$ cat src/hw/ltc_pkg.sv
// Shared constants and types of the line trim control and status block
package ltc_pkg;

	localparam int unsigned CLK_HZ          = 200_000_000;
	localparam int unsigned SETTLE_LONG_MS  = 300;
	localparam int unsigned SETTLE_SHORT_MS = 30;
	localparam int unsigned CYC_PER_MS      = CLK_HZ / 1000;
	localparam int unsigned ADDR_W          = 12;

	// Register indexes; byte address is four times the index
	localparam logic [7:0] IDX_CTRL_ONE = 8'h60;
	localparam logic [7:0] IDX_CTRL_TWO = 8'h61;
	localparam logic [7:0] IDX_RING_RES = 8'h62;
	localparam logic [7:0] IDX_IRQ_STAT = 8'h70;
	localparam logic [7:0] IDX_IRQ_MASK = 8'h71;
	localparam logic [7:0] IDX_NONE     = 8'hFF;

	// Control register one fields
	localparam int unsigned CAL_BIT     = 6;
	localparam int unsigned SHORTEN_BIT = 5;

	// Sub-calibration vector: 0 current limit, 1 common mode, 2 differential,
	// 3 tip, 4 ring, 5 audio ADC, 6 audio DAC, 7 monitor two, 8 monitor one
	localparam int unsigned NSUB         = 9;
	localparam int unsigned SUB_RING     = 4;
	localparam logic [8:0]  OFFSET_MASK  = 9'h060;

	localparam int unsigned RES_W        = 5;
	localparam logic [4:0]  RING_RES_RST = 5'h10;

	localparam int unsigned IRQ_W        = 3;
	localparam int unsigned IRQ_SYS_DONE = 0;
	localparam int unsigned IRQ_OFS_DONE = 1;
	localparam int unsigned IRQ_SUB_DONE = 2;

	localparam logic [1:0] RESP_OKAY   = 2'h0;
	localparam logic [1:0] RESP_SLVERR = 2'h2;

	typedef enum logic [1:0] {
		ST_IDLE    = 2'b00,
		ST_SETTLE  = 2'b01,
		ST_RUN     = 2'b10,
		ST_RELEASE = 2'b11
	} ltc_seq_t;

endpackage : ltc_pkg

$ cat src/hw/ltc_settle_timer.sv
// Battery settling interval timer with a millisecond enable divider
`timescale 1ns/1ps
`default_nettype none
module ltc_settle_timer #(
	parameter int unsigned CYC_PER_MS = ltc_pkg::CYC_PER_MS,
	parameter int unsigned LONG_MS    = ltc_pkg::SETTLE_LONG_MS,
	parameter int unsigned SHORT_MS   = ltc_pkg::SETTLE_SHORT_MS
) (
	input  wire logic aclk,
	input  wire logic aresetn,
	input  wire logic start,
	input  wire logic shorten,
	output logic      done
);
	import ltc_pkg::*;

	localparam int unsigned CW = $clog2(CYC_PER_MS + 1);
	localparam int unsigned MW = 16;

	typedef struct packed {
		logic [CW-1:0] div;
		logic [MW-1:0] ms;
		logic [MW-1:0] target;
		logic          active;
		logic          done;
	} ltc_tmr_state_t;

	ltc_tmr_state_t r_reg;
	ltc_tmr_state_t r_next;
	logic           tick;

	assign tick = r_reg.active && (r_reg.div == CW'(CYC_PER_MS - 1));
	assign done = r_reg.done;

	always_comb begin
		r_next      = r_reg;
		r_next.done = 1'b0;
		if (start) begin
			r_next.active = 1'b1;
			r_next.div    = '0;
			r_next.ms     = '0;
			r_next.target = shorten ? MW'(SHORT_MS) : MW'(LONG_MS);
		end else if (r_reg.active) begin
			if (tick) begin
				r_next.div = '0;
				if (r_reg.ms == r_reg.target - MW'(1)) begin
					r_next.active = 1'b0;
					r_next.done   = 1'b1;
				end else begin
					r_next.ms = r_reg.ms + MW'(1);
				end
			end else begin
				r_next.div = r_reg.div + CW'(1);
			end
		end
	end

	always_ff @(posedge aclk) begin
		if (!aresetn) begin
			r_reg <= '0;
		end else begin
			r_reg <= r_next;
		end
	end
endmodule : ltc_settle_timer
`default_nettype wire

$ cat src/hw/ltc_trim_regs.sv
// Calibration control and status registers with sequencer and AXI4-Lite slave
//
// Behaviour
// - Writing one to bit 6 starts full calibration; reads one until it ends.
// - Settle-shorten bit picks 300 ms settling when clear, 30 ms when set.
// - Ring mismatch bit 4 enables that calibration; reads one while enabled or running.
// - Tip mismatch bit 3 enables that calibration; reads one until it is done.
// - Bits 2, 1, 0 read one while their calibration is enabled or running.
// - Monitor converter bits 4 and 3 of register two read one until done.
// - Writing one to audio DAC bit starts its offset calibration; one until done.
// - Writing one to audio ADC bit starts its offset calibration; one until done.
// - Ring result holds a read/write 5-bit trim, reset 0x10, upper bits zero.
`timescale 1ns/1ps
`default_nettype none
module ltc_trim_regs #(
	parameter int unsigned CYC_PER_MS = ltc_pkg::CYC_PER_MS,
	parameter int unsigned ADDR_W     = ltc_pkg::ADDR_W
) (
	input  wire logic                      aclk,
	input  wire logic                      aresetn,
	input  wire logic [ADDR_W-1:0]         s_axi_awaddr,
	input  wire logic                      s_axi_awvalid,
	output logic                           s_axi_awready,
	input  wire logic [31:0]               s_axi_wdata,
	input  wire logic [3:0]                s_axi_wstrb,
	input  wire logic                      s_axi_wvalid,
	output logic                           s_axi_wready,
	output logic [1:0]                     s_axi_bresp,
	output logic                           s_axi_bvalid,
	input  wire logic                      s_axi_bready,
	input  wire logic [ADDR_W-1:0]         s_axi_araddr,
	input  wire logic                      s_axi_arvalid,
	output logic                           s_axi_arready,
	output logic [31:0]                    s_axi_rdata,
	output logic [1:0]                     s_axi_rresp,
	output logic                           s_axi_rvalid,
	input  wire logic                      s_axi_rready,
	output logic [ltc_pkg::NSUB-1:0]       cal_req,
	input  wire logic                      cal_done,
	input  wire logic [ltc_pkg::RES_W-1:0] cal_result,
	output logic [ltc_pkg::RES_W-1:0]      ring_trim_value,
	output logic                           irq
);
	import ltc_pkg::*;

	typedef struct packed {
		logic [ADDR_W-1:0] awaddr;
		logic              aw_got;
		logic [31:0]       wdata;
		logic [3:0]        wstrb;
		logic              w_got;
		logic              awready;
		logic              wready;
		logic              bvalid;
		logic [1:0]        bresp;
		logic              arready;
		logic              rvalid;
		logic [31:0]       rdata;
		logic [1:0]        rresp;
		ltc_seq_t          st;
		logic              sys_mode;
		logic              cal_busy;
		logic              shorten;
		logic [NSUB-1:0]   sub;
		logic [3:0]        cur;
		logic [NSUB-1:0]   req;
		logic [RES_W-1:0]  ring_res;
		logic [IRQ_W-1:0]  irq_stat;
		logic [IRQ_W-1:0]  irq_mask;
		logic              irq;
		logic              done_m;
		logic              done_s;
		logic [RES_W-1:0]  res_m;
		logic [RES_W-1:0]  res_s;
	} ltc_state_t;

	ltc_state_t      r_reg;
	ltc_state_t      r_next;
	logic            settle_start;
	logic            settle_done;
	logic            wr_do;
	logic            wr_en;
	logic [7:0]      wr_idx;
	logic [7:0]      rd_idx;
	logic [NSUB-1:0] pend;

	// Misaligned or out-of-window addresses decode to no register
	function automatic logic [7:0] reg_idx(input logic [ADDR_W-1:0] a);
		if (a[ADDR_W-1:10] == '0 && a[1:0] == 2'b00) begin
			reg_idx = a[9:2];
		end else begin
			reg_idx = IDX_NONE;
		end
	endfunction : reg_idx

	function automatic logic is_mapped(input logic [7:0] idx);
		is_mapped = (idx == IDX_CTRL_ONE) || (idx == IDX_CTRL_TWO) || (idx == IDX_RING_RES)
			|| (idx == IDX_IRQ_STAT) || (idx == IDX_IRQ_MASK);
	endfunction : is_mapped

	function automatic logic [3:0] pick_low(input logic [NSUB-1:0] v);
		pick_low = '0;
		for (int i = NSUB - 1; i >= 0; i--) begin
			if (v[i]) begin
				pick_low = 4'(i);
			end
		end
	endfunction : pick_low

	assign wr_do  = r_reg.aw_got && r_reg.w_got && !r_reg.bvalid;
	assign wr_idx = reg_idx(r_reg.awaddr);
	assign wr_en  = wr_do && r_reg.wstrb[0];
	assign rd_idx = reg_idx(s_axi_araddr);
	assign pend   = r_reg.sys_mode ? r_reg.sub : (r_reg.sub & OFFSET_MASK);

	always_comb begin
		logic [IRQ_W-1:0] ev;
		logic [IRQ_W-1:0] w1c;
		ev           = '0;
		w1c          = '0;
		r_next       = r_reg;
		settle_start = 1'b0;

		r_next.done_m = cal_done;
		r_next.done_s = r_reg.done_m;
		r_next.res_m  = cal_result;
		r_next.res_s  = r_reg.res_m;

		// Address and data are taken in either order; the reply waits for both
		if (s_axi_awvalid && r_reg.awready) begin
			r_next.awaddr = s_axi_awaddr;
			r_next.aw_got = 1'b1;
		end
		if (s_axi_wvalid && r_reg.wready) begin
			r_next.wdata  = s_axi_wdata;
			r_next.wstrb  = s_axi_wstrb;
			r_next.w_got  = 1'b1;
		end
		if (r_reg.bvalid && s_axi_bready) begin
			r_next.bvalid = 1'b0;
		end
		if (wr_do) begin
			r_next.aw_got = 1'b0;
			r_next.w_got  = 1'b0;
			r_next.bvalid = 1'b1;
			r_next.bresp  = is_mapped(wr_idx) ? RESP_OKAY : RESP_SLVERR;
		end

		// Control writes are ignored while a calibration is running
		if (wr_en && r_reg.st == ST_IDLE) begin
			if (wr_idx == IDX_CTRL_ONE) begin
				r_next.cal_busy = r_reg.cal_busy | r_reg.wdata[CAL_BIT];
				r_next.shorten  = r_reg.wdata[SHORTEN_BIT];
				r_next.sub[4:0] = r_reg.wdata[4:0];
			end
			if (wr_idx == IDX_CTRL_TWO) begin
				r_next.sub[8:5] = r_reg.wdata[4:1];
			end
		end
		if (wr_en && wr_idx == IDX_RING_RES) begin
			r_next.ring_res = r_reg.wdata[RES_W-1:0];
		end
		if (wr_en && wr_idx == IDX_IRQ_MASK) begin
			r_next.irq_mask = r_reg.wdata[IRQ_W-1:0];
		end
		if (wr_en && wr_idx == IDX_IRQ_STAT) begin
			w1c = r_reg.wdata[IRQ_W-1:0];
		end

		unique case (r_reg.st)
			ST_IDLE: begin
				if (r_reg.cal_busy) begin
					r_next.st       = ST_SETTLE;
					r_next.sys_mode = 1'b1;
					settle_start    = 1'b1;
				end else if ((r_reg.sub & OFFSET_MASK) != '0) begin
					r_next.st       = ST_RUN;
					r_next.sys_mode = 1'b0;
				end
			end
			ST_SETTLE: begin
				if (settle_done) begin
					r_next.st = ST_RUN;
				end
			end
			ST_RUN: begin
				if (pend == '0) begin
					r_next.st = ST_IDLE;
					r_next.req = '0;
					if (r_reg.sys_mode) begin
						r_next.cal_busy   = 1'b0;
						ev[IRQ_SYS_DONE] = 1'b1;
					end else begin
						ev[IRQ_OFS_DONE] = 1'b1;
					end
				end else if (r_reg.req == '0) begin
					r_next.cur = pick_low(pend);
					r_next.req = NSUB'(1) << pick_low(pend);
				end else if (r_reg.done_s) begin
					// Trim circuit answered: retire this lane and wait for its done to drop
					r_next.sub[r_reg.cur] = 1'b0;
					r_next.req            = '0;
					r_next.st             = ST_RELEASE;
					ev[IRQ_SUB_DONE]      = 1'b1;
					if (r_reg.cur == 4'(SUB_RING)) begin
						r_next.ring_res = r_reg.res_s;
					end
				end
			end
			ST_RELEASE: begin
				if (!r_reg.done_s) begin
					r_next.st = ST_RUN;
				end
			end
		endcase

		// Set wins over a simultaneous write-one clear
		r_next.irq_stat = (r_reg.irq_stat & ~w1c) | ev;
		r_next.irq      = |(r_next.irq_stat & r_next.irq_mask);

		if (r_reg.rvalid && s_axi_rready) begin
			r_next.rvalid = 1'b0;
		end
		if (s_axi_arvalid && r_reg.arready) begin
			r_next.rvalid = 1'b1;
			r_next.rresp  = is_mapped(rd_idx) ? RESP_OKAY : RESP_SLVERR;
			r_next.rdata  = '0;
			unique case (rd_idx)
				IDX_CTRL_ONE: r_next.rdata[6:0] = {r_reg.cal_busy, r_reg.shorten, r_reg.sub[4:0]};
				IDX_CTRL_TWO: r_next.rdata[4:1] = r_reg.sub[8:5];
				IDX_RING_RES: r_next.rdata[RES_W-1:0] = r_reg.ring_res;
				IDX_IRQ_STAT: r_next.rdata[IRQ_W-1:0] = r_reg.irq_stat;
				IDX_IRQ_MASK: r_next.rdata[IRQ_W-1:0] = r_reg.irq_mask;
				default: r_next.rdata = '0;
			endcase
		end

		r_next.awready = !r_next.aw_got && !r_next.bvalid;
		r_next.wready  = !r_next.w_got && !r_next.bvalid;
		r_next.arready = !r_next.rvalid;
	end

	always_ff @(posedge aclk) begin
		if (!aresetn) begin
			r_reg          <= '0;
			r_reg.st       <= ST_IDLE;
			r_reg.ring_res <= RING_RES_RST;
		end else begin
			r_reg <= r_next;
		end
	end

	ltc_settle_timer #(
		.CYC_PER_MS (CYC_PER_MS),
		.LONG_MS    (SETTLE_LONG_MS),
		.SHORT_MS   (SETTLE_SHORT_MS)
	) u_settle (
		.aclk    (aclk),
		.aresetn (aresetn),
		.start   (settle_start),
		.shorten (r_reg.shorten),
		.done    (settle_done)
	);

	assign s_axi_awready   = r_reg.awready;
	assign s_axi_wready    = r_reg.wready;
	assign s_axi_bvalid    = r_reg.bvalid;
	assign s_axi_bresp     = r_reg.bresp;
	assign s_axi_arready   = r_reg.arready;
	assign s_axi_rvalid    = r_reg.rvalid;
	assign s_axi_rdata     = r_reg.rdata;
	assign s_axi_rresp     = r_reg.rresp;
	assign cal_req         = r_reg.req;
	assign ring_trim_value = r_reg.ring_res;
	assign irq             = r_reg.irq;
endmodule : ltc_trim_regs
`default_nettype wire

$ cat config.mk
export PLATFORM = sky130hd
export DESIGN_NAME = ltc_trim_regs
export DESIGN_NICKNAME = d
export VERILOG_FILES = /design/src/hw/ltc_pkg.sv /design/src/hw/ltc_settle_timer.sv /design/src/hw/ltc_trim_regs.sv
export SDC_FILE = /design/constraint.sdc
export NUM_CORES = 1
export LEC_CHECK = 0
export BUFFER_PORTS_ARGS = -buffer_cell sky130_fd_sc_hd__buf_2
export CAP_MARGIN = 20
export CORE_MARGIN = 8
export CORE_UTILIZATION = 35
export CTS_CLUSTER_SIZE = 16
export DETAILED_ROUTE_END_ITERATION = 10
export SETUP_SLACK_MARGIN = 0.1
export SLEW_MARGIN = 15
export SYNTH_ARGS = -nofsm -noshare
export SYNTH_HDL_FRONTEND = slang
export SYNTH_HIERARCHICAL = 1
export SYNTH_SLANG_ARGS = --single-unit
$ cat constraint.sdc
create_clock -name aclk -period 2.9 [get_ports aclk]
set_input_delay 0.58 -clock aclk [delete_from_list [all_inputs] [get_ports aclk]]
set_output_delay 0.58 -clock aclk [all_outputs]
set_load 0.01 [all_outputs]
==> run metrics, run 1 <==
Main synth FF type=dfxtp_1; die width=150 µm; reg-to-reg startpoint=u_settle/r_reg[6]; initial core utilization=35.3%; fin nets=847; DRC Markers=0; synth warn=6; commonest non-fill, non-tap cell in the layout=dfxtp_1; CTS root buf=clkbuf_16; PortBufs=73; core area=0.0177 mm²; Slowest-stage cell, CP=a211oi_1; Setup TNS Final=0 ns; Synth Cell Area=0.00625 mm²; final wirelength=14400 µm; max reg flops=52; post-synthesis async set-or-reset flop share=0%; Max-Cap Viols=0; Critical Path End Type=register; met2 Use GR=21.8%; commonest non-fill, non-tap cells in the layout=dfxtp_1 (126), nand2_1 (101), buf_2 (73); minimum clock period=2.58 ns; top post-synthesis cells by area=dfxtp_1 (40%), buf_4 (6.5%), nand2_1 (6.1%); met3 Track Usage GR=4.14%; RSZ-0062 raised after global routing=no; cells along the critical path=inv_1 -> ha_1 -> ha_1 -> xor2_1 -> nand4_1 -> nor4_4 -> buf_4 -> a211oi_1 -> a21oi_1 -> a31o_2; CP required=3.21 ns; critical path class=register to register; Vias=4951; H-tree depth=4; CP Launch Point=u_settle/r_reg[6]; CTS buffer count=17; gr busiest metal=met2; largest net degree at the start of global routing=39; Hold WC Path Type=input pin to register; Seq/Total Area, Yosys=40.4%; 1st-pass router iterations=4; status=finished clean; Slew Limit Fails=0; Placed Instances=976; vias in the first global route=4874; worst hold start=cal_result[1]; DR WL/cell=14.3 µm; Synth cell types=73; CTS tree=done; Chip Height=150 µm; fraction of layout cells with a size suffix above 1=18.6%; die area=0.0224 mm²; synthesis-stage register bit count=126; Top delay family on crit path=compound AO/OA/AOI/OAI gates; WP data arrival=2.89 ns; CTS clk-pin slew, worst paths=0.06 ns; crit-path most repeated cell=ha_1; Ant. Diodes=0; Slew @ Worst Pin=1.03 ns; initial drt markers=239; worst-skew pair later-pin latency=0.42 ns; global-route wire length before repair=23900 µm; CP bufs+invs=2; Layout area overhead=13.8%; worst-case clock buffer depth=2; number of fill cells=1833; GR Layer Usage met1=16.3%; Worst Skew=0.00961 ns; initial antenna violation count=0; final hold violations=0; Syn Inst Count=720; Final ANT Viol Nets=0; Slew headroom=31.0%; Critical Path Source Type=register; CTS sink count=126; GRT Util Overall=13.4%; IO Pins=129; static leakage=0.00290 µW; top cell type's share of synthesized area=40.4%; Layout Cells excl Fill=1009; PwrDens=568 mW/mm²; GPL Wtd Cong=0.814; hold_buf cts=0; worst vdd ir=421 µV; fin crit share=88.8%; Avg Inst Size Synth=8.68 µm²; Power, Total=4040 µW; GRT overflow=0; Max Fclk=388 MHz; # rows=49; post-detailed-placement half-perimeter wirelength=10600 µm; final setup fails=0; Max FO, Critical Path=7; Yosys top cell by area=dfxtp_1; number of enable flip-flop cells after synthesis=0; post-layout util=40.1%; CP peak stage delay=0.46 ns; routed vias/inst=4.91; reg-to-reg slack, setup=0.32 ns
[where the power goes]
part           switching [µW]  total [µW]  leakage (µW)  internal, µW
Clock                     867        2070      0.000287          1210
Combinational             107         178       0.00159          71.2
Sequential               25.9        1790       0.00102          1770
[synth_stat cells (4+ instances only)]
cell type	number
nor4_1	6
and3_1	17
ha_1	7
nand2_1	101
a31oi_1	4
inv_1	17
mux2_2	11
xnor2_1	12
a21oi_1	28
a21o_1	4
clkbuf_1	19
a31o_2	4
o31ai_1	6
mux2i_1	19
nand3b_1	4
and2_1	18
nand2b_1	9
nand3_1	17
a22oi_1	5
dfxtp_1	126
o21a_1	4
nor2b_1	22
o21ai_0	11
buf_4	54
nor3_1	10
xor2_1	16
a21boi_0	31
o211a_1	4
nand4_1	12
nor2_1	56
[final cells by class]
class	count	area, µm²	share of cell area, %
Tap cell	229	287	4.03
Multi-Input combinational cell	526	3250	45.8
Clock buffer	17	425	5.98
Timing Repair Buffer	79	410	5.77
Sequential cell	126	2520	35.5
Inverter	17	63.8	0.897
Clock inverter	15	150	2.11
[path summary, 6_finish.rpt]
check	endpoint	cells past startpoint
setup / recovery	u_settle/r_reg[22]	10
hold / removal	r_next[1]	2
setup reg to reg	u_settle/r_reg[22]	10
hold reg to reg	r_reg[10]	1
[through the flow]
stage / cell area, µm² / worst slack [ns] / hold WS (ns)
finish: 7110 / 0.325 / 0.360
floorplan: 6350 / 0.410 / 0.406
global placement: 6530 / 0.295 / 0.407
detailed placement: 6530 / 0.278 / 0.419
global route: 7110 / 0.106 / 0.342
CTS: 7110 / 0.282 / 0.341
[kinds of logic after synthesis]
kind of cell | synth area share [%]
flops | 40.4
other cells | 0.0600
buf+inv | 9.15
mux | 5.02
simple gates | 25.5
compound gates | 14.6
fa+ha+maj | 1.40
xor+xnor | 3.92
[metal layers]
| layer | share of wire, % | vias to the layer above |
|---|---|---|
| met2 | 48 | 80 |
| met1 | 47 | 2331 |
| met3 | 4.1 | 16 |
| li1 | - | 2524 |
| met4 | 1.3 | 0 |
| met5 | 0 | - |
[repair_timing]
action                                  in CTS  in global routing
endpoints found under the setup margin       0                  2
buffers inserted                             0                  1
gates resized for setup                      0                  0
[worst register-to-register path: cells and delay by family (launching register included)]
kind                       cells  cell delay (ns)
AOI/OAI and AO/OA              3             0.81
xor gates and xnor gates       1             0.14
adders and majority gates      2             0.56
buffers and inverters          2             0.27
DFF                            1             0.45
and+or+nand+nor                2             0.23
Note: power is estimated with default switching activity, not from simulation.
==> run 2, diff against run 1 <==
Settings changed: GPL_ROUTABILITY_DRIVEN from default to 0, SYNTH_HIERARCHICAL 1 to default.
==> run 2 against run 1 <==
Synthesized cell count fell by 1.7%; largest power group unchanged; clock skew fell by 0.0026 ns; count of clock-buffer cells in the layout rose by 6; synthesized area fell by 2.3%; register-to-register slack improved by 0.05 ns; clock power rose by 6%; routed wire length fell by 2.1%; maximum frequency rose by 2.1%; sequential cell count did not move; die area fell by 2.1%; non-clock buffer count fell by 2; sequential share of layout area rose by 0.60 points; largest cell class unchanged.
==> run metrics, run 2 <==
post-layout util=40.7% (was 40.1%); worst-case clock buffer depth=2 (unchanged); Layout area overhead=14.6% (was 13.8%); Ant. Diodes=0 (unchanged); CP peak stage delay=0.59 ns (was 0.46 ns); Synth cell types=77 (was 73); Max-Cap Viols=0 (unchanged); Post-synth top cells=dfxtp_1 (126), nand2_1 (89), a21oi_1 (55), nor2_1 (55), buf_4 (51) (was dfxtp_1 (126), nand2_1 (101), nor2_1 (56)); Avg Inst Size Synth=8.62 µm² (was 8.68 µm²); max reg flops=52 (unchanged); Compound-Gate Fraction of Synth Area=14.5% (was 14.6%); GRT Util Overall=13.1% (was 13.4%); static leakage=0.00284 µW (was 0.00290 µW); Hold WC Path Type=input pin to register (unchanged); largest net degree at the start of global routing=53 (was 39); top post-synthesis cells by area=dfxtp_1 (41%), buf_4 (6.3%), nand2_1 (5.5%) (was dfxtp_1 (40%), buf_4 (6.5%), nand2_1 (6.1%)); Slew @ Worst Pin=0.764 ns (was 1.03 ns); final hold violations=0 (unchanged); fin crit share=87.0% (was 88.8%); Vias=4901 (was 4951); cts repair resizes=0 (unchanged); initial antenna violation count=0 (unchanged); simple-gate share of the synthesized area=25.2% (was 25.5%); fraction of layout cells with a size suffix above 1=18.3% (was 18.6%); top cell type's share of synthesized area=41.3% (was 40.4%); commonest non-fill, non-tap cell in the layout=dfxtp_1 (unchanged); IO Pins=129 (unchanged); CTS clk-pin slew, worst paths=0.06 ns (about the same); synth warn=0 (was 6); Slowest-stage cell, CP=a31oi_4 (was a211oi_1); Chip Height=148 µm (was 150 µm); CTS sink count=126 (unchanged); most common cell in the synthesized netlist=dfxtp_1 (unchanged); Setup WS pre-CTS=0.416 ns (was 0.278 ns); post-synthesis mux area share=4.80% (was 5.02%); CP bufs+invs=1 (was 2); worst setup margin=0.377 ns (was 0.325 ns); final setup fails=0 (unchanged); number of enable flip-flop cells after synthesis=0 (unchanged); final wirelength=14100 µm (was 14400 µm); Slew Limit Fails=0 (unchanged); critical path class=register to register (unchanged); initial drt markers=236 (was 239); minimum clock period=2.52 ns (was 2.58 ns); Post-CTS Repair Setup Buffers=0 (unchanged); routed vias/inst=4.95 (was 4.91); XOR/XNOR Fraction of Synth Area=3.16% (was 3.92%); die area=0.0219 mm² (was 0.0224 mm²); post-synthesis async set-or-reset flop share=0% (unchanged); CTS buffer count=17 (unchanged); Seq/Total Area, Yosys=41.3% (was 40.4%); Yosys top cell by area=dfxtp_1 (unchanged); CTS tree=done (unchanged); Min Hold Slack=0.368 ns (was 0.360 ns); CP required=3.20 ns (was 3.21 ns); die width=148 µm (was 150 µm); Max Fclk=396 MHz (was 388 MHz); Max FO, Critical Path=26 (was 7); RSZ-0062 raised after global routing=no (unchanged); PwrDens=593 mW/mm² (was 568 mW/mm²); CTS root buf=clkbuf_16 (unchanged); Critical Path End Type=register (unchanged); initial core utilization=35.5% (was 35.3%); cells along the critical path=inv_1 -> ha_1 -> ha_1 -> xnor2_1 -> nor4_4 -> a31oi_4 -> and3_1 -> o21ai_0 (was inv_1 -> ha_1 -> ha_1 -> xor2_1 -> nand4_1 -> nor4_4 -> buf_4 -> a211oi_1 -> a21oi_1 -> a31o_2); synthesis-stage register bit count=126 (unchanged); Final ANT Viol Nets=0 (unchanged); Slew headroom=48.6% (was 31.0%); status=finished clean (unchanged); vias in the first global route=4706 (was 4874); post-synthesis adder-cell area fraction=1.43% (was 1.40%); Critical Path Source Type=register (unchanged); Main synth FF type=dfxtp_1 (unchanged); Worst Skew=0.00703 ns (was 0.00961 ns); Synth Cell Area=0.00611 mm² (was 0.00625 mm²); # rows=48 (was 49); Top delay family on crit path=compound AO/OA/AOI/OAI gates (unchanged); hold_buf cts=0 (unchanged); post-detailed-placement half-perimeter wirelength=10200 µm (was 10600 µm); Syn Inst Count=708 (was 720); Setup TNS Final=0 ns (unchanged); core area=0.0172 mm² (was 0.0177 mm²); PortBufs=73 (unchanged); H-tree depth=4 (unchanged); 1st-pass router iterations=5 (was 4); fin nets=832 (was 847); commonest non-fill, non-tap cells in the layout=dfxtp_1 (126), nand2_1 (89), buf_2 (73) (was dfxtp_1 (126), nand2_1 (101), buf_2 (73)); GRT overflow=0 (unchanged); global-route wire length before repair=23400 µm (was 23900 µm); worst vdd ir=393 µV (was 421 µV); number of fill cells=1787 (was 1833); DRC Markers=0 (unchanged); worst-skew pair later-pin latency=0.41 ns (was 0.42 ns); WP data arrival=2.82 ns (was 2.89 ns); largest family of logic cells by synthesized area=simple AND/OR/NAND/NOR gates (unchanged); crit-path most repeated cell=ha_1 (unchanged); DR WL/cell=14.2 µm (was 14.3 µm); Power, Total=4150 µW (was 4040 µW)
## run 2: cell count changes after synthesis, moves of 5 or more
cell      before  now
a21boi_0      31    1
a21oi_1       28   55
and3_1        17    9
nand2_1      101   89
nand3_1       17   24
nand4_1       12   22
nor2b_1       22    8
o21ai_0       11   22
o21ai_1        0    5
xor2_1        16   11
## run 2: cells by family (layout without fill, tap and decap cells)
group	Yosys count	count (layout)
compound gates	134	134
xor+xnor	22	22
fa+ha+maj	7	7
buf+inv	97	128
flops	126	126
mux	28	28
other cells	1	27
simple gates	293	293
## run 2: report_power, final
group	total (µW)	internal (µW)	switching [µW]	leakage, µW
logic	169	60.9	108	0.00152
clock network	2190	1440	750	0.000299
registers	1790	1770	22.7	0.00102
## run 2: metrics by stage
stage                     cell area, µm²  cells
after floorplan                     6200    734
after global placement              6370    958
after detailed placement            6370    958
after CTS                           7000    990
after global routing                7000    990
final                               7000    990
## run 2: final cells by class
type                            instances  area [µm²]  area share [%]
Inverter                               19        71.3            1.02
Tap cell                              225         282            4.02
Clock inverter                          9         133            1.90
Multi-Input combinational cell        511        3100            44.4
Clock buffer                           23         488            6.98
Sequential cell                       126        2520            36.1
Timing Repair Buffer                   77         395            5.65
## run 2: routing by layer
| layer | up-vias | routed length (µm) | track usage [%] |
|---|---|---|---|
| met1 | 2265 | 6730 | 17.0 |
| met3 | 16 | 878 | 4.16 |
| met5 | - | 0 | 0 |
| li1 | 2516 | - | - |
| met2 | 104 | 6340 | 20.3 |
| met4 | 0 | 154 | 3.98 |
## run 2: worst reg2reg max path, stage by stage (launching register included)
cell	delay, ns
dfxtp_1	0.46
inv_1	0.12
ha_1	0.26
ha_1	0.29
xnor2_1	0.23
nor4_4	0.09
a31oi_4	0.59
and3_1	0.28
o21ai_0	0.08
## run 2: final timing paths
path                            cells past startpoint                 end  slack [ns]               from
worst max-delay path                                8  u_settle.r_reg[29]        0.38  u_settle.r_reg[6]
worst min-delay path                                2           r_next[3]        0.37      cal_result[3]
worst max register to register                      8  u_settle.r_reg[29]        0.38  u_settle.r_reg[6]
worst min register to register                      1            r_reg[4]        0.43          r_next[4]
